<file path="src/design/ebw_pkg.sv">
// package: register map, field layout, reset values and width codes of the
// area-pair bus width select block.
// assumes: apb slave with 32-bit data, byte addresses, aligned words.
package ebw_pkg;

  localparam int ADDR_W = 12;

  // register byte offsets
  localparam logic [ADDR_W-1:0] CFG_OFFSET = 12'h000;
  localparam logic [ADDR_W-1:0] STAT_OFFSET = 12'h004;

  // bus_width_config field positions
  localparam int PAIR04_SIZE_BIT = 0;
  localparam int PAIR15_SIZE_BIT = 1;
  localparam int PAIR26_SIZE_BIT = 2;
  localparam int PAIR37_SIZE_BIT = 3;
  localparam int PAIR04_LONG_BIT = 4;
  localparam int PAIR15_LONG_BIT = 5;
  localparam int PAIR26_LONG_BIT = 6;
  localparam int PAIR37_LONG_BIT = 7;
  localparam int CFG_W = 16;

  // size bits reset to word, long bits to zero
  localparam logic [CFG_W-1:0] CFG_RESET = 16'h000f;
  // long bits as a mask, used to hold them at zero in the narrow variant
  localparam logic [CFG_W-1:0] LONG_MASK = 16'h00f0;

  // status layout: two bits of width per pair, then the rom enable level
  localparam int STAT_ROM_BIT = 8;

  // decoded width codes handed to the access sequencer
  typedef enum logic [1:0] {
    EBW_W8,
    EBW_W16,
    EBW_W32
  } ebw_width_t;

endpackage

</file>
<file path="src/design/ebw_width_dec.sv">
// holds: decoder from one area pair's long and size bits to a bus width.
// assumes: the caller has already forced long to zero where it is not allowed.
`timescale 1ns/10ps
module ebw_width_dec (
  input wire logic long_sel,
  input wire logic size_sel,
  output ebw_pkg::ebw_width_t width
);

  always_comb begin
    if (long_sel) begin
      width = ebw_pkg::EBW_W32;
    end else if (size_sel) begin
      width = ebw_pkg::EBW_W16;
    end else begin
      width = ebw_pkg::EBW_W8;
    end
  end

endmodule // ebw_width_dec

</file>
<file path="src/design/ebw_bus_width.sv">
// holds: area-pair bus width select register with apb access and the decoded
// width given to the external access sequencer.
// assumes: one clock, synchronous active-high reset, inputs synchronous to clk.
//
// Function
// - pair 2/6: long bit gives 32 bits
// - pair 1/5: long bit gives 32 bits
// - pair 0/4 rom on: long bit gives 32 bits
// - pair 0/4 uses mode pins when rom off
// - narrow variant: long bits reserved, read zero
// - pair 3/7 long clear: size picks 8/16
// - pair 3/7 long set: size ignored, 32
// - pair 2/6 long clear: size picks 8/16
// - pair 2/6 long set: size ignored, 32
// - pair 1/5 long clear: size picks 8/16
// - pair 0/4 rom on, long clear: 8/16
//
// Local design decisions: the APB interface to the registers and the address map.
`timescale 1ns/10ps
module ebw_bus_width #(
  parameter bit HAS_LONG_BUS = 1'b1
) (
  input wire logic clk,
  input wire logic sys_rst,
  input wire logic psel,
  input wire logic penable,
  input wire logic pwrite,
  input wire logic [ebw_pkg::ADDR_W-1:0] paddr,
  input wire logic [31:0] pwdata,
  input wire logic [3:0] pstrb,
  output logic [31:0] prdata,
  output logic pready,
  output logic pslverr,
  input wire logic rom_enabled,
  input wire logic [1:0] mode_bus_width,
  input wire logic [2:0] acc_area,
  output ebw_pkg::ebw_width_t acc_width
);

  // refused at elaboration: only the two documented variants exist
  if (HAS_LONG_BUS !== 1'b0 && HAS_LONG_BUS !== 1'b1) begin : g_bad_variant
    $error("HAS_LONG_BUS must be 0 or 1");
  end

  // apb decode
  logic setup_phase;
  logic access_phase;
  logic hit_cfg;
  logic hit_stat;
  logic mapped;
  logic [ebw_pkg::CFG_W-1:0] cfg_reg;
  logic [ebw_pkg::CFG_W-1:0] cfg_next;
  logic [31:0] prdata_reg;
  logic [31:0] prdata_next;
  ebw_pkg::ebw_width_t acc_width_reg;
  ebw_pkg::ebw_width_t acc_width_next;
  ebw_pkg::ebw_width_t pair_width [4];
  ebw_pkg::ebw_width_t mode_width;
  logic [31:0] stat_word;
  logic [ebw_pkg::CFG_W-1:0] allowed_mask;
  logic [ebw_pkg::CFG_W-1:0] wr_mask;

  assign setup_phase = psel && !penable;
  assign access_phase = psel && penable;
  assign hit_cfg = (paddr == ebw_pkg::CFG_OFFSET);
  assign hit_stat = (paddr == ebw_pkg::STAT_OFFSET);
  assign mapped = hit_cfg || hit_stat;

  // no wait states: read data is caught in the setup cycle
  assign pready = access_phase;
  assign pslverr = access_phase && (!mapped || (pwrite && hit_stat));
  assign prdata = prdata_reg;
  assign acc_width = acc_width_reg;

  // the narrow variant masks the long bits out of cfg_next every cycle, so a stray
  // write of one cannot leak into the sequencer
  assign allowed_mask = HAS_LONG_BUS ? 16'hffff : ~ebw_pkg::LONG_MASK;
  assign wr_mask = {{8{pstrb[1]}}, {8{pstrb[0]}}} & 16'h00ff & allowed_mask;

  always_comb begin
    cfg_next = cfg_reg;
    if (access_phase && pwrite && hit_cfg) begin
      cfg_next = (cfg_reg & ~wr_mask) | (pwdata[ebw_pkg::CFG_W-1:0] & wr_mask);
    end
    cfg_next = cfg_next & allowed_mask;
  end

  always_ff @(posedge clk) begin
    if (sys_rst) begin
      cfg_reg <= ebw_pkg::CFG_RESET;
    end else begin
      cfg_reg <= cfg_next;
    end
  end

  // per-pair decode; pair 0/4 long bit only counts with rom enabled
  ebw_width_dec u_dec04 (
    .long_sel(cfg_reg[ebw_pkg::PAIR04_LONG_BIT] && rom_enabled),
    .size_sel(cfg_reg[ebw_pkg::PAIR04_SIZE_BIT]),
    .width(pair_width[0])
  );
  ebw_width_dec u_dec15 (
    .long_sel(cfg_reg[ebw_pkg::PAIR15_LONG_BIT]),
    .size_sel(cfg_reg[ebw_pkg::PAIR15_SIZE_BIT]),
    .width(pair_width[1])
  );
  ebw_width_dec u_dec26 (
    .long_sel(cfg_reg[ebw_pkg::PAIR26_LONG_BIT]),
    .size_sel(cfg_reg[ebw_pkg::PAIR26_SIZE_BIT]),
    .width(pair_width[2])
  );
  ebw_width_dec u_dec37 (
    .long_sel(cfg_reg[ebw_pkg::PAIR37_LONG_BIT]),
    .size_sel(cfg_reg[ebw_pkg::PAIR37_SIZE_BIT]),
    .width(pair_width[3])
  );

  // mode pins carry the width code directly; the unused code falls back to 8, as does the 32 code on the narrow variant
  always_comb begin
    case (mode_bus_width)
      2'h1: mode_width = ebw_pkg::EBW_W16;
      2'h2: mode_width = HAS_LONG_BUS ? ebw_pkg::EBW_W32 : ebw_pkg::EBW_W8;
      default: mode_width = ebw_pkg::EBW_W8;
    endcase
  end

  // areas n and n+4 share a pair, so the low two area bits select it
  always_comb begin
    acc_width_next = pair_width[acc_area[1:0]];
    if (acc_area[1:0] == 2'h0 && !rom_enabled) begin
      acc_width_next = mode_width;
    end
  end

  always_ff @(posedge clk) begin
    if (sys_rst) begin
      acc_width_reg <= ebw_pkg::EBW_W16;
    end else begin
      acc_width_reg <= acc_width_next;
    end
  end

  always_comb begin
    stat_word = 32'h0000_0000;
    stat_word[1:0] = rom_enabled ? pair_width[0] : mode_width;
    stat_word[3:2] = pair_width[1];
    stat_word[5:4] = pair_width[2];
    stat_word[7:6] = pair_width[3];
    stat_word[ebw_pkg::STAT_ROM_BIT] = rom_enabled;
  end

  always_comb begin
    prdata_next = prdata_reg;
    if (setup_phase && !pwrite) begin
      if (hit_cfg) begin
        prdata_next = {16'h0000, cfg_reg & allowed_mask};
      end else if (hit_stat) begin
        prdata_next = stat_word;
      end else begin
        prdata_next = 32'h0000_0000;
      end
    end
  end

  always_ff @(posedge clk) begin
    if (sys_rst) begin
      prdata_reg <= 32'h0000_0000;
    end else begin
      prdata_reg <= prdata_next;
    end
  end

  // checks
  a_pair26_long_w32: assert property (@(posedge clk) disable iff (sys_rst)
    (acc_area[1:0] == 2'h2 && cfg_reg[ebw_pkg::PAIR26_LONG_BIT]) |=> acc_width == ebw_pkg::EBW_W32)
    else $error("pair 2/6 long set but width not 32");

  a_pair15_long_w32: assert property (@(posedge clk) disable iff (sys_rst)
    (acc_area[1:0] == 2'h1 && cfg_reg[ebw_pkg::PAIR15_LONG_BIT]) |=> acc_width == ebw_pkg::EBW_W32)
    else $error("pair 1/5 long set but width not 32");

  a_pair04_long_w32: assert property (@(posedge clk) disable iff (sys_rst)
    (acc_area[1:0] == 2'h0 && rom_enabled && cfg_reg[ebw_pkg::PAIR04_LONG_BIT])
      |=> acc_width == ebw_pkg::EBW_W32)
    else $error("pair 0/4 long set with rom on but width not 32");

  a_pair04_mode_pins: assert property (@(posedge clk) disable iff (sys_rst)
    (acc_area[1:0] == 2'h0 && !rom_enabled && mode_bus_width == 2'h1) |=> acc_width == ebw_pkg::EBW_W16)
    else $error("pair 0/4 with rom off does not follow mode pins");

  a_narrow_long_zero: assert property (@(posedge clk) disable iff (sys_rst)
    !HAS_LONG_BUS |-> ((cfg_reg & ebw_pkg::LONG_MASK) == 16'h0000
      && (!(access_phase && !pwrite && hit_cfg) || prdata[7:4] == 4'h0)))
    else $error("long bit visible in narrow variant");

  a_pair37_size_sel: assert property (@(posedge clk) disable iff (sys_rst)
    (acc_area[1:0] == 2'h3 && !cfg_reg[ebw_pkg::PAIR37_LONG_BIT])
      |=> acc_width == ($past(cfg_reg[ebw_pkg::PAIR37_SIZE_BIT]) ? ebw_pkg::EBW_W16 : ebw_pkg::EBW_W8))
    else $error("pair 3/7 width does not follow size bit");

  a_pair37_long_w32: assert property (@(posedge clk) disable iff (sys_rst)
    (acc_area[1:0] == 2'h3 && cfg_reg[ebw_pkg::PAIR37_LONG_BIT]) |=> acc_width == ebw_pkg::EBW_W32)
    else $error("pair 3/7 long set but width not 32");

  a_pair26_size_sel: assert property (@(posedge clk) disable iff (sys_rst)
    (acc_area[1:0] == 2'h2 && !cfg_reg[ebw_pkg::PAIR26_LONG_BIT])
      |=> acc_width == ($past(cfg_reg[ebw_pkg::PAIR26_SIZE_BIT]) ? ebw_pkg::EBW_W16 : ebw_pkg::EBW_W8))
    else $error("pair 2/6 width does not follow size bit");

  a_pair26_size_ign: assert property (@(posedge clk) disable iff (sys_rst)
    (acc_area[1:0] == 2'h2 && cfg_reg[ebw_pkg::PAIR26_LONG_BIT] && !cfg_reg[ebw_pkg::PAIR26_SIZE_BIT])
      |=> acc_width == ebw_pkg::EBW_W32)
    else $error("pair 2/6 size bit not ignored with long set");

  a_pair15_size_sel: assert property (@(posedge clk) disable iff (sys_rst)
    (acc_area[1:0] == 2'h1 && !cfg_reg[ebw_pkg::PAIR15_LONG_BIT])
      |=> acc_width == ($past(cfg_reg[ebw_pkg::PAIR15_SIZE_BIT]) ? ebw_pkg::EBW_W16 : ebw_pkg::EBW_W8))
    else $error("pair 1/5 width does not follow size bit");

  a_pair04_size_sel: assert property (@(posedge clk) disable iff (sys_rst)
    (acc_area[1:0] == 2'h0 && rom_enabled && !cfg_reg[ebw_pkg::PAIR04_LONG_BIT])
      |=> acc_width == ($past(cfg_reg[ebw_pkg::PAIR04_SIZE_BIT]) ? ebw_pkg::EBW_W16 : ebw_pkg::EBW_W8))
    else $error("pair 0/4 with rom on does not follow size bit");

  a_new_width_next: assert property (@(posedge clk) disable iff (sys_rst)
    (access_phase && pwrite && hit_cfg && pstrb[0] && pwdata[3:0] == 4'h0
      && (pwdata[7:4] & {4{HAS_LONG_BUS}}) == 4'h0)
      ##1 (acc_area[1:0] == 2'h3) |=> acc_width == ebw_pkg::EBW_W8)
    else $error("new width not used on next access");

endmodule // ebw_bus_width

</file>
<file path="config.mk">
export PLATFORM = sky130hd
export DESIGN_NAME = ebw_bus_width
export DESIGN_NICKNAME = d
export VERILOG_FILES = /design/src/design/ebw_pkg.sv /design/src/design/ebw_width_dec.sv /design/src/design/ebw_bus_width.sv
export SDC_FILE = /design/constraint.sdc
export NUM_CORES = 1
export LEC_CHECK = 0
export ABC_AREA = 0
export BUFFER_PORTS_ARGS = -buffer_cell sky130_fd_sc_hd__buf_2
export CAP_MARGIN = 20
export CORE_UTILIZATION = 38
export CTS_BUF_LIST = sky130_fd_sc_hd__clkbuf_16
export CTS_CLUSTER_DIAMETER = 120
export CTS_CLUSTER_SIZE = 10
export DETAILED_ROUTE_END_ITERATION = 8
export PLACE_DENSITY = 0.79
export SLEW_MARGIN = 40
export SYNTH_ARGS = -nofsm -noshare
export SYNTH_HDL_FRONTEND = slang
export SYNTH_SLANG_ARGS = --single-unit
</file>
<file path="constraint.sdc">
create_clock -name clk -period 1.9 [get_ports clk]
set_input_delay 0.38 -clock clk [delete_from_list [all_inputs] [get_ports clk]]
set_output_delay 0.38 -clock clk [all_outputs]
set_load 0.05 [all_outputs]
</file>
==> impl_results.md, run 1 <==
- Req. time, crit path: 1520 ps
- Layout cells sized above 1: 0.3274
- Die X: 57.22 um
- CTS tree: built
- CP cell instances: buf_2, nor4_1, buf_4, a41oi_2, buf_2
- CP max-delay cell: nor4_1
- Number of buffers created by CTS: 3
- Post-synth top cells: buf_4, dfxtp_1, mux2i_1, nor2_1, o2bb2ai_1
- RSZ-0062 raised after global routing: no
- Most frequent cell after synthesis: buf_4
- Vias per inst: around 4.8
- Status: finished with violations
- Clock Latency Late Sink: 250 ps
- Combinational share of power: 0.198
- Wire per inst: 11.39 um
- Buf/Inv on CP: 3
- CP arrival: 1270 ps
- Grt total ovfl: 0
- WL met3: about 130 um
- Clk sinks: 19
- Largest net degree at the start of global routing: 22
- CTS root buf: clkbuf_16
- Post-CTS Hold Buffers: 0
- R2R Setup Slk: 400 ps
- Area leader, netlist: dfxtp_1
- Post-layout nets: around 230
- Ant. Diodes: 0
- Max layer used: met4
- Switching Share: 0.2885
- Io pins: 95
- Clock tree buffer depth: 2
- Final setup vio count: 0
- Fmax: 0.6046 GHz
- First-pass GRT wire length: 3.788 mm
- Fin crit share: 0.8705
- Via count: 965
- Post-CTS setup buffer count: 0
- Detail Placement HPWL: 1.778 mm
- Max_cap viols: 0
- Worst r2r path cells: 3
- Hold crit path type: in2reg
- Async set-or-reset flop fraction in the synthesized netlist: 0
- Syn Area/Cell: 9.420 um^2
- DRC: 4
- Worst path top cell family by delay: buffers and inverters
- Port-buffer cells: 43
- Crit end category: primary output
- Power Density: a little over 700 nW/um^2
- Met1 Routed Length: 1.021 mm
- Synth unique cells: 33
- Post-layout min period: 1654 ps
- Core region area: between 2000 and 3000 um^2
- Hold Crit Depth: 3
- GPL Wtd Cong: 0.8676
- P_sw: 0.0002950 W
- Startpoint Class: input port
- Cts repair resizes: 0
- DRT Wirelength: 2.266 mm
- Pwr Total: roughly 0.001 W
- Cell area after layout: ~1400 um^2
- Initial core utilization: 0.4096
- P_leak: 0.6655 nW
- Met2 routed WL: 1.083 mm
- Synthesized instance count: ~120
- Reg2reg end: acc_width[0]
- Area post-placement: 1330 um^2
- Seq cells post-synth: 19
- Crit-path max cell delay: 280 ps
- Final hold violations: 0
- Register share of total power: 0.391
- Synth area leaders: dfxtp_1, buf_4, mux2i_1
- Internal: 0.0007276 W
- FP Rows: 19
- Worst IR Drop VDD: 0.0006387 V
- Die area: 3274 um^2
- Total GRT Usage: 0.1474
- Ys Warns: 0
- Initial DRC Count: 14
- Routed Antenna Nets: 0
- CTS H-Tree Depth: 1
- Initial DRT Pass Iterations: 8
- Layout Cells excl Fill: 199
- Post-synthesis sequential area ratio: 0.3283
- Area fraction of the dominant cell type after synthesis: 0.3283
- Area grow syn2layout: 21.60%
- Initial antenna violation count: 0
- Critical setup path kind: in2out
- Chip Height: 57.22 um
- Top FF cell, synth: dfxtp_1
- Cell mode on critical path: buf_2
- Hold WS: 387.4 ps
- Netlist Area Pre-Place: 1159 um^2
- Failing checks: DRC
- TNS Setup: 0 ps
- Placed Cells: 195
- HP Start: pwdata[3]
- Clock skew: between 1 and 1.5 ps
- Worst-path clk slew: 50 ps
- EDFF count, synth: 0
- Pins Over Slew Limit: 0
- Fraction of power consumed by the clock network: 0.411
- Vias in the first global route: 898
- Peak fanout along the critical path: 4
-- cell families after synthesis --
| kind of cell | after synthesis | share of synthesized area |
|---|---|---|
| compound gates | 16 | 0.1145 |
| flops | 19 | 0.3283 |
| mux | 15 | 0.1544 |
| simple gates | 41 | 0.2181 |
| other cells | 1 | 0.003237 |
| buf+inv | 31 | 0.1814 |
-- power by group through the flow --
| stage | combinational (W) | clock [W] | sequential (W) |
|---|---|---|---|
| floorplan | 0.000187 | 0 | 0.000413 |
| global placement | 0.000201 | 0 | 0.000409 |
| detailed placement | 0.000201 | 0 | 0.000409 |
| CTS | 0.000201 | 0.000429 | 0.000400 |
| global route | 0.000214 | 0.000454 | 0.000400 |
| finish | 0.000202 | 0.000420 | 0.000400 |
-- cell type report --
| class | instances | area (um^2) |
|---|---|---|
| flip-flops and latches | 19 | 380.4 |
| clock inverters | 1 | 3.754 |
| fillers | 286 | 1420 |
| multi-input cells | 95 | 658.1 |
| repair buffers | 46 | 237.7 |
| clock buffers | 3 | 75.07 |
| well taps | 31 | 38.79 |
| inverters | 4 | 15.01 |
-- cell usage in the layout, fill, tap and decap left out, types with 3 or more instances in the layout --
cell,Yosys,routed
buf_2,0,43
conb_1,1,23
dfxtp_1,19,19
mux2i_1,13,13
nor2_1,9,9
o2bb2ai_1,8,8
nand2b_1,7,7
inv_1,4,5
nand2_1,4,4
clkbuf_16,0,3
buf_4,23,3
-- metal layers --
metal	vias up	global-route usage
li1	484	-
met5	-	0
met1	438	0.1828
met4	0	0.07666
met3	3	0.02948
met2	40	0.2420
-- worst register-to-register path: cells and delay by family, from the launching register on --
kind | cells | cell delay [ps]
compound gates | 1 | 330
flops | 1 | 390
mux | 1 | 450
simple gates | 1 | 220
-- through the flow --
step	util	worst slack, ps
floorplan	-	177.5
global placement	0.4701	263.1
detailed placement	0.4701	278.9
CTS	0.4980	252.0
global route	0.4980	170.3
finish	0.4980	246.0
-- how the worst max path moves through the flow --
stage / to / start / cells past startpoint
floorplan: pslverr / paddr[2] / 3
global placement: pslverr / paddr[1] / 5
detailed placement: pslverr / paddr[10] / 5
CTS: pslverr / paddr[10] / 5
global route: pslverr / paddr[10] / 5
finish: pslverr / paddr[10] / 5
(Power assumes the default switching activity.)
==> run 2: changes to the inputs <==
--- a/config.mk
+++ b/config.mk
@@ -8,13 +8,15 @@
 export ABC_AREA = 0
 export BUFFER_PORTS_ARGS = -buffer_cell sky130_fd_sc_hd__buf_2
 export CAP_MARGIN = 20
-export CORE_UTILIZATION = 38
+export CORE_MARGIN = 5
+export CORE_UTILIZATION = 39
 export CTS_BUF_LIST = sky130_fd_sc_hd__clkbuf_16
 export CTS_CLUSTER_DIAMETER = 120
 export CTS_CLUSTER_SIZE = 10
 export DETAILED_ROUTE_END_ITERATION = 8
-export PLACE_DENSITY = 0.79
-export SLEW_MARGIN = 40
+export PLACE_DENSITY = 0.8
+export SLEW_MARGIN = 15
 export SYNTH_ARGS = -nofsm -noshare
 export SYNTH_HDL_FRONTEND = slang
+export SYNTH_HIERARCHICAL = 1
 export SYNTH_SLANG_ARGS = --single-unit
==> run 2 against run 1 <==
The flow finishes with violations (setup timing). Sequential cell count is the same. Global-route usage decreased by 2.4 points. Fmax is 16% lower. Synthesized cell count up 1.6%. Utilization rose by 1.7 points. Setup slack got worse by 320 ps. Hold slack worse by 9.3 ps. Clock power up 3%. Combinational power grew 10%. Clock-buffer cell count unchanged. Die area rose by 31%. Via count grew 2.8%. Highest routed layer unchanged.
==> impl_results.md, run 2 <==
- Worst path top cell family by delay: simple AND/OR/NAND/NOR gates
- DRC: 0 (-4)
- CTS root buf: clkbuf_16
- Buf/Inv on CP: 2 (-1)
- Power Density: 683.0 nW/um^2 (-5.9%)
- Area fraction of the dominant cell type after synthesis: 0.3157 (-0.01261)
- Crit-path max cell delay: 550 ps (+270 ps)
- CTS tree: built
- Netlist Area Pre-Place: 1205 um^2 (+4.0%)
- Via count: 992 (+2.8%)
- Initial antenna violation count: 0 (unchanged)
- Vias in the first global route: 960 (+6.9%)
- P_leak: 0.7421 nW (+12%)
- Max_cap viols: 0 (unchanged)
- Total GRT Usage: 0.1230 (-0.02436)
- EDFF count, synth: 0 (unchanged)
- Clock skew: 2.639 ps (+1.297 ps)
- Fmax: 0.5063 GHz (-16%)
- Critical setup path kind: in2out
- Chip Height: 65.59 um (+15%)
- Initial DRT Pass Iterations: 4 (-4)
- Post-layout nets: 235 (+3.1%)
- Initial DRC Count: 20 (+6)
- Port-buffer cells: 43 (unchanged)
- CP arrival: 1600 ps (+330 ps)
- Ys Warns: 6 (+6)
- Number of buffers created by CTS: 3 (unchanged)
- CP cell instances: buf_6, or4_4, a2111oi_4, nor2b_2, buf_6
- Pwr Total: 0.001057 W (+3.4%)
- Core region area: 3003 um^2 (+6.1%)
- GPL Wtd Cong: 0.7453 (-14%)
- Worst-path clk slew: 50 ps (about the same)
- Crit end category: primary output
- Critical path origin: paddr[0]
- Synth area leaders: dfxtp_1, buf_4, mux2i_1
- Die X: 65.59 um (+15%)
- Req. time, crit path: 1520 ps (about the same)
- Clk sinks: 19 (unchanged)
- Failing checks: setup timing
- Commonest non-fill, non-tap cell in the layout: buf_2
- Vias per inst: 4.769 (-1.7%)
- Clock Latency Late Sink: 250 ps (about the same)
- Reg area: 380.4 um^2 (unchanged)
- Grt total ovfl: 0 (unchanged)
- Syn Area/Cell: 9.639 um^2 (+2.3%)
- Worst setup margin: -75.30 ps (-321.3 ps)
- Fin crit share: 1.040 (+0.1691)
- CTS H-Tree Depth: 1 (unchanged)
- Final hold violations: 0 (unchanged)
- Largest net degree at the start of global routing: 20 (-9.1%)
- Synthesized instance count: 125 (+1.6%)
- Post-synthesis sequential area ratio: 0.3157 (-0.01261)
- Hold crit path type: in2reg
- Synth unique cells: 32 (-3.0%)
- Multi-input logic area: 705.7 um^2 (+7.2%)
- Hold WS: 378.1 ps (-9.290 ps)
- Initial core utilization: 0.4013 (-0.008303)
- Peak fanout along the critical path: 2 (-2)
- FP Rows: 20 (+1)
- RSZ-0062 raised after global routing: yes
- Wire per inst: 12.63 um (+11%)
- Cell mode on critical path: buf_6
- Post-synth top cells: buf_4, dfxtp_1, mux2i_1, nor2_1, o2bb2ai_1
- Status: finished with violations
- Io pins: 95 (unchanged)
- Async set-or-reset flop fraction in the synthesized netlist: 0 (unchanged)
- Post-layout min period: 1975 ps (+321.3 ps)
- Routed Antenna Nets: 0 (unchanged)
- Final setup vio count: 1 (+1)
- Area leader, netlist: dfxtp_1
- Die area: 4301 um^2 (+31%)
- Most frequent cell after synthesis: buf_4
- Seq cells post-synth: 19 (unchanged)
- DRT Wirelength: 2.627 mm (+16%)
- TNS Setup: -75.30 ps (-75.30 ps)
- Detail Placement HPWL: 2.107 mm (+19%)
- Clock tree buffer depth: 2 (unchanged)
- Layout cells sized above 1: 0.4171 (+0.08976)
- Top FF cell, synth: dfxtp_1
- Startpoint Class: input port
- CP max-delay cell: or4_4
- Post-CTS Hold Buffers: 0 (unchanged)
- Ant. Diodes: 0 (unchanged)
- HP Start: pwdata[7]
- Leading cell types in the layout, fill and taps excluded: buf_2, conb_1, dfxtp_1, mux2i_1, buf_4
- First-pass GRT wire length: 4.105 mm (+8.4%)
- Pins Over Slew Limit: 0 (unchanged)
- Area grow syn2layout: 28.45%
- # fillers: 299 (+4.5%)
- Worst IR Drop VDD: 0.0003095 V (-52%)
==> run 2: cell types whose count changed in the layout (fill, tap and decap cells not counted), moves of 3 or more <==
cell / before / now
inv_1: 5 / 1
buf_4: 3 / 11
buf_6: 0 / 3
nor2b_4: 0 / 4
buf_2: 43 / 40
==> run 2: worst paths after layout <==
kind	end	slack [ps]	cells past startpoint
worst min register to register	prdata[1]	460	1
worst max-delay path	pslverr	-80	5
worst max register to register	acc_width[0]	650	5
worst min-delay path	flop	380	3
==> run 2: cell type report <==
type                            instances  share of cell area
Clock buffer                            3             0.04850
Clock inverter                          1            0.003234
Inverter                                1            0.002425
Multi-Input combinational cell         96              0.4559
Sequential cell                        19              0.2458
Tap cell                               33             0.02668
Timing Repair Buffer                   55              0.2175
==> run 2: per-stage QoR <==
stage,util,instance area (um^2),std cells,worst slack [ps]
final,0.5154,1548,208,-75.30
after global routing,0.5154,1548,208,-124.1
after CTS,0.5108,1534,207,-70.65
after detailed placement,0.4733,1421,202,-164.9
after global placement,0.4733,1421,202,-144.3
after floorplan,-,1296,147,30.03
==> run 2: cell families (layout without fill, tap and decap cells) <==
logic type             count (synthesis)  after routing  synth area share
AOI/OAI and AO/OA                     19             19            0.1309
buffers and inverters                 32             60            0.1848
DFF                                   19             19            0.3157
muxes                                 16             16            0.1340
other                                  1             23          0.003112
and+or+nand+nor                       38             38            0.2316
==> run 2: report_power, final <==
group          total (W)  switching (W)  internal, W  leakage (nW)
clock network   0.000432       0.000150     0.000282        0.0409
logic           0.000223       0.000162    0.0000617         0.548
registers       0.000401    0.000000433     0.000401         0.154
==> run 2: metal layers <==
layer  vias up  part of all wire  GRT usage  routed length, um
met5         -                 0          0                  0
met4         0             0.013    0.04663                 35
met3         3              0.12    0.04615                306
met2        50              0.50     0.2288               1326
met1       440              0.37     0.1225                959
li1        499                 -          -                  -
==> run 2: worst reg2reg max path, delay by kind of cell (launching register included) <==
family	cells	cell delay [ps]
DFF	1	350
and+or+nand+nor	2	290
AOI/OAI and AO/OA	3	500
==> run 2: repair_timing <==
item	CTS	global route
hold endpoints to repair	0	0
setup endpoints to repair	1	1
resized for setup	4	1
cloned	0	0
pin swaps	2	2
buffers inserted	1	1
==> run 3: changes to the inputs <==
--- a/config.mk
+++ b/config.mk
@@ -15,6 +15,7 @@
 export CTS_CLUSTER_SIZE = 10
 export DETAILED_ROUTE_END_ITERATION = 8
 export PLACE_DENSITY = 0.8
+export RECOVER_POWER = 100
 export SLEW_MARGIN = 15
 export SYNTH_ARGS = -nofsm -noshare
 export SYNTH_HDL_FRONTEND = slang
==> run 3 against run 2 <==
The run still ends with setup timing left. Global-route usage unchanged. Total power about the same. Final cell count unchanged. Critical path type unchanged. Largest cell class unchanged. Largest power group unchanged. Highest routed layer unchanged.
==> impl_results.md, run 3 (synthesis gave the netlist of run 2 again) <==
- Status: finished with violations
- Failing checks: setup timing
- Reg2reg end: acc_width[0]
- Routed Antenna Nets: 0 (unchanged)
- Worst-path clk slew: 50 ps (about the same)
- Fin crit share: 1.040 (about the same)
- FP Rows: 20 (unchanged)
- Worst IR Drop VDD: 0.0003059 V (-1.1%)
- Final setup vio count: 1 (unchanged)
- RSZ-0062 raised after global routing: yes
- Clock skew: 2.598 ps (-0.04169 ps)
- Io pins: 95 (unchanged)
- Post-CTS Hold Buffers: 0 (unchanged)
- DRC: 0 (unchanged)
- Cell mode on critical path: buf_6
- CTS H-Tree Depth: 1 (unchanged)
- Slew @ Worst Pin: between 600 and 700 ps
- Startpoint Class: input port
- Fmax: 0.5062 GHz (about the same)
- Ant. Diodes: 0 (unchanged)
- GPL Wtd Cong: 0.7453 (unchanged)
- Leading cell types in the layout, fill and taps excluded: buf_2, conb_1, dfxtp_1, mux2i_1
- Hold Crit Depth: 3 (unchanged)
- Largest net degree at the start of global routing: 20 (unchanged)
- Rel. slew slack: 0.5902
- P_leak: 0.6957 nW (-6.2%)
- Core region area: 3003 um^2 (unchanged)
- Initial DRT Pass Iterations: 4 (unchanged)
- Req. time, crit path: 1520 ps (about the same)
- Area grow syn2layout: 27.31%
- TNS Setup: -75.31 ps (-0.01560 ps)
- Die area: 4301 um^2 (unchanged)
- Initial antenna violation count: 0 (unchanged)
- Power Density: 688.8 nW/um^2 (+0.86%)
- Chip Height: 65.59 um (unchanged)
- Vias in the first global route: 960 (unchanged)
- Final hold violations: 0 (unchanged)
- Total GRT Usage: 0.1230 (unchanged)
- Max_cap viols: 0 (unchanged)
- Placement Setup Slack: -164.9 ps (unchanged)
- CP arrival: 1600 ps (about the same)
- Worst r2r path cells: 5 (unchanged)
- Wire per inst: 12.63 um (about the same)
- Crit-path max cell delay: 550 ps (about the same)
- Clock tree buffer depth: 2 (unchanged)
- Hold crit path type: in2reg
- Initial core utilization: 0.4013 (unchanged)
- Worst path top cell family by delay: simple AND/OR/NAND/NOR gates
- First-pass GRT wire length: 4.105 mm (unchanged)
- HP Start: pwdata[7]
- Pins Over Slew Limit: 0 (unchanged)
- Layout cells sized above 1: 0.3543 (-0.06286)
- CP cell instances: buf_6, or4_4, a2111oi_4, nor2b_2, buf_6
- Commonest non-fill, non-tap cell in the layout: buf_2
- CP max-delay cell: or4_4
- Clk sinks: 19 (unchanged)
- Initial DRC Count: 17 (-15%)
- Post-layout min period: 1975 ps (+0.01560 ps)
- R2R Setup Slk: 590 ps (-60 ps)
- Area post-placement: 1421 um^2 (unchanged)
- Die X: 65.59 um (unchanged)
- CTS root buf: clkbuf_16
- Number of buffers created by CTS: 3 (unchanged)
- Clock Latency Late Sink: 250 ps (about the same)
- Port-buffer cells: 43 (unchanged)
- Grt total ovfl: 0 (unchanged)
- Critical setup path kind: in2out
- Detail Placement HPWL: 2.107 mm (unchanged)
- Worst setup margin: -75.31 ps (-0.01560 ps)
- Buf/Inv on CP: 2 (unchanged)
- DRT Wirelength: 2.628 mm (about the same)
- Post-layout nets: 235 (unchanged)
- Vias per inst: 4.769 (unchanged)
- Via count: 992 (unchanged)
- Cell area after layout: 1534 um^2 (-0.89%)
- CTS tree: built
- Crit end category: primary output
- Peak fanout along the critical path: 2 (unchanged)
## run 3: final cells by class
cell class	count	area, um^2
Clock buffer	3	75.07
Clock inverter	1	5.005
Fill cell	302	1469
Inverter	1	3.754
Multi-Input combinational cell	96	705.7
Sequential cell	19	380.4
Tap cell	33	41.29
Timing Repair Buffer	55	322.8
## run 3: timing repair
action,CTS,global route
endpoints found under the setup margin,1,1
hold endpoints to repair,0,0
setup buffers,1,1
pin swaps,2,2
gates resized for setup,4,1
## run 3: how the worst max path moves through the flow
stage | from | end | slack (ps) | cells after the start
2_1_floorplan | paddr[10] | pslverr | 30 | 3
3_3_place_gp | paddr[10] | pslverr | -140 | 5
3_5_place_dp | paddr[10] | pslverr | -160 | 5
4_1_cts | paddr[11] | pslverr | -70 | 5
5_1_grt | paddr[0] | pslverr | -120 | 5
6_report | paddr[0] | pslverr | -80 | 5
## run 3: power by group
part | total (W) | internal (W) | leakage [nW] | switching, W
logic | 0.000223 | 0.0000610 | 0.501 | 0.000162
registers | 0.000401 | 0.000401 | 0.154 | 0.000000500
clock network | 0.000432 | 0.000282 | 0.0409 | 0.000150
## run 3: tightest hold or removal path, delay by kind of cell
| kind | cells | cell delay (ps) |
|---|---|---|
| buf+inv | 1 | 90 |
| mux | 1 | 60 |
| simple gates | 1 | 50 |
## run 3: routing by layer
metal,track usage,part of all wire,vias to the layer above
met3,0.04615,0.11,3
met2,0.2288,0.50,50
met4,0.04663,0.013,0
li1,-,-,501
met1,0.1225,0.37,438
met5,0,0,-
## run 3: per-stage QoR
step                cells  hold WS, ps  total power, W    util
finish                208        378.0        0.001057  0.5108
global route          208        389.9        0.001095  0.5108
CTS                   207        377.3        0.001065  0.5108
detailed placement    202        445.0       0.0006252  0.4733
global placement      202        440.7       0.0006234  0.4733
floorplan             147        456.5       0.0006032       -
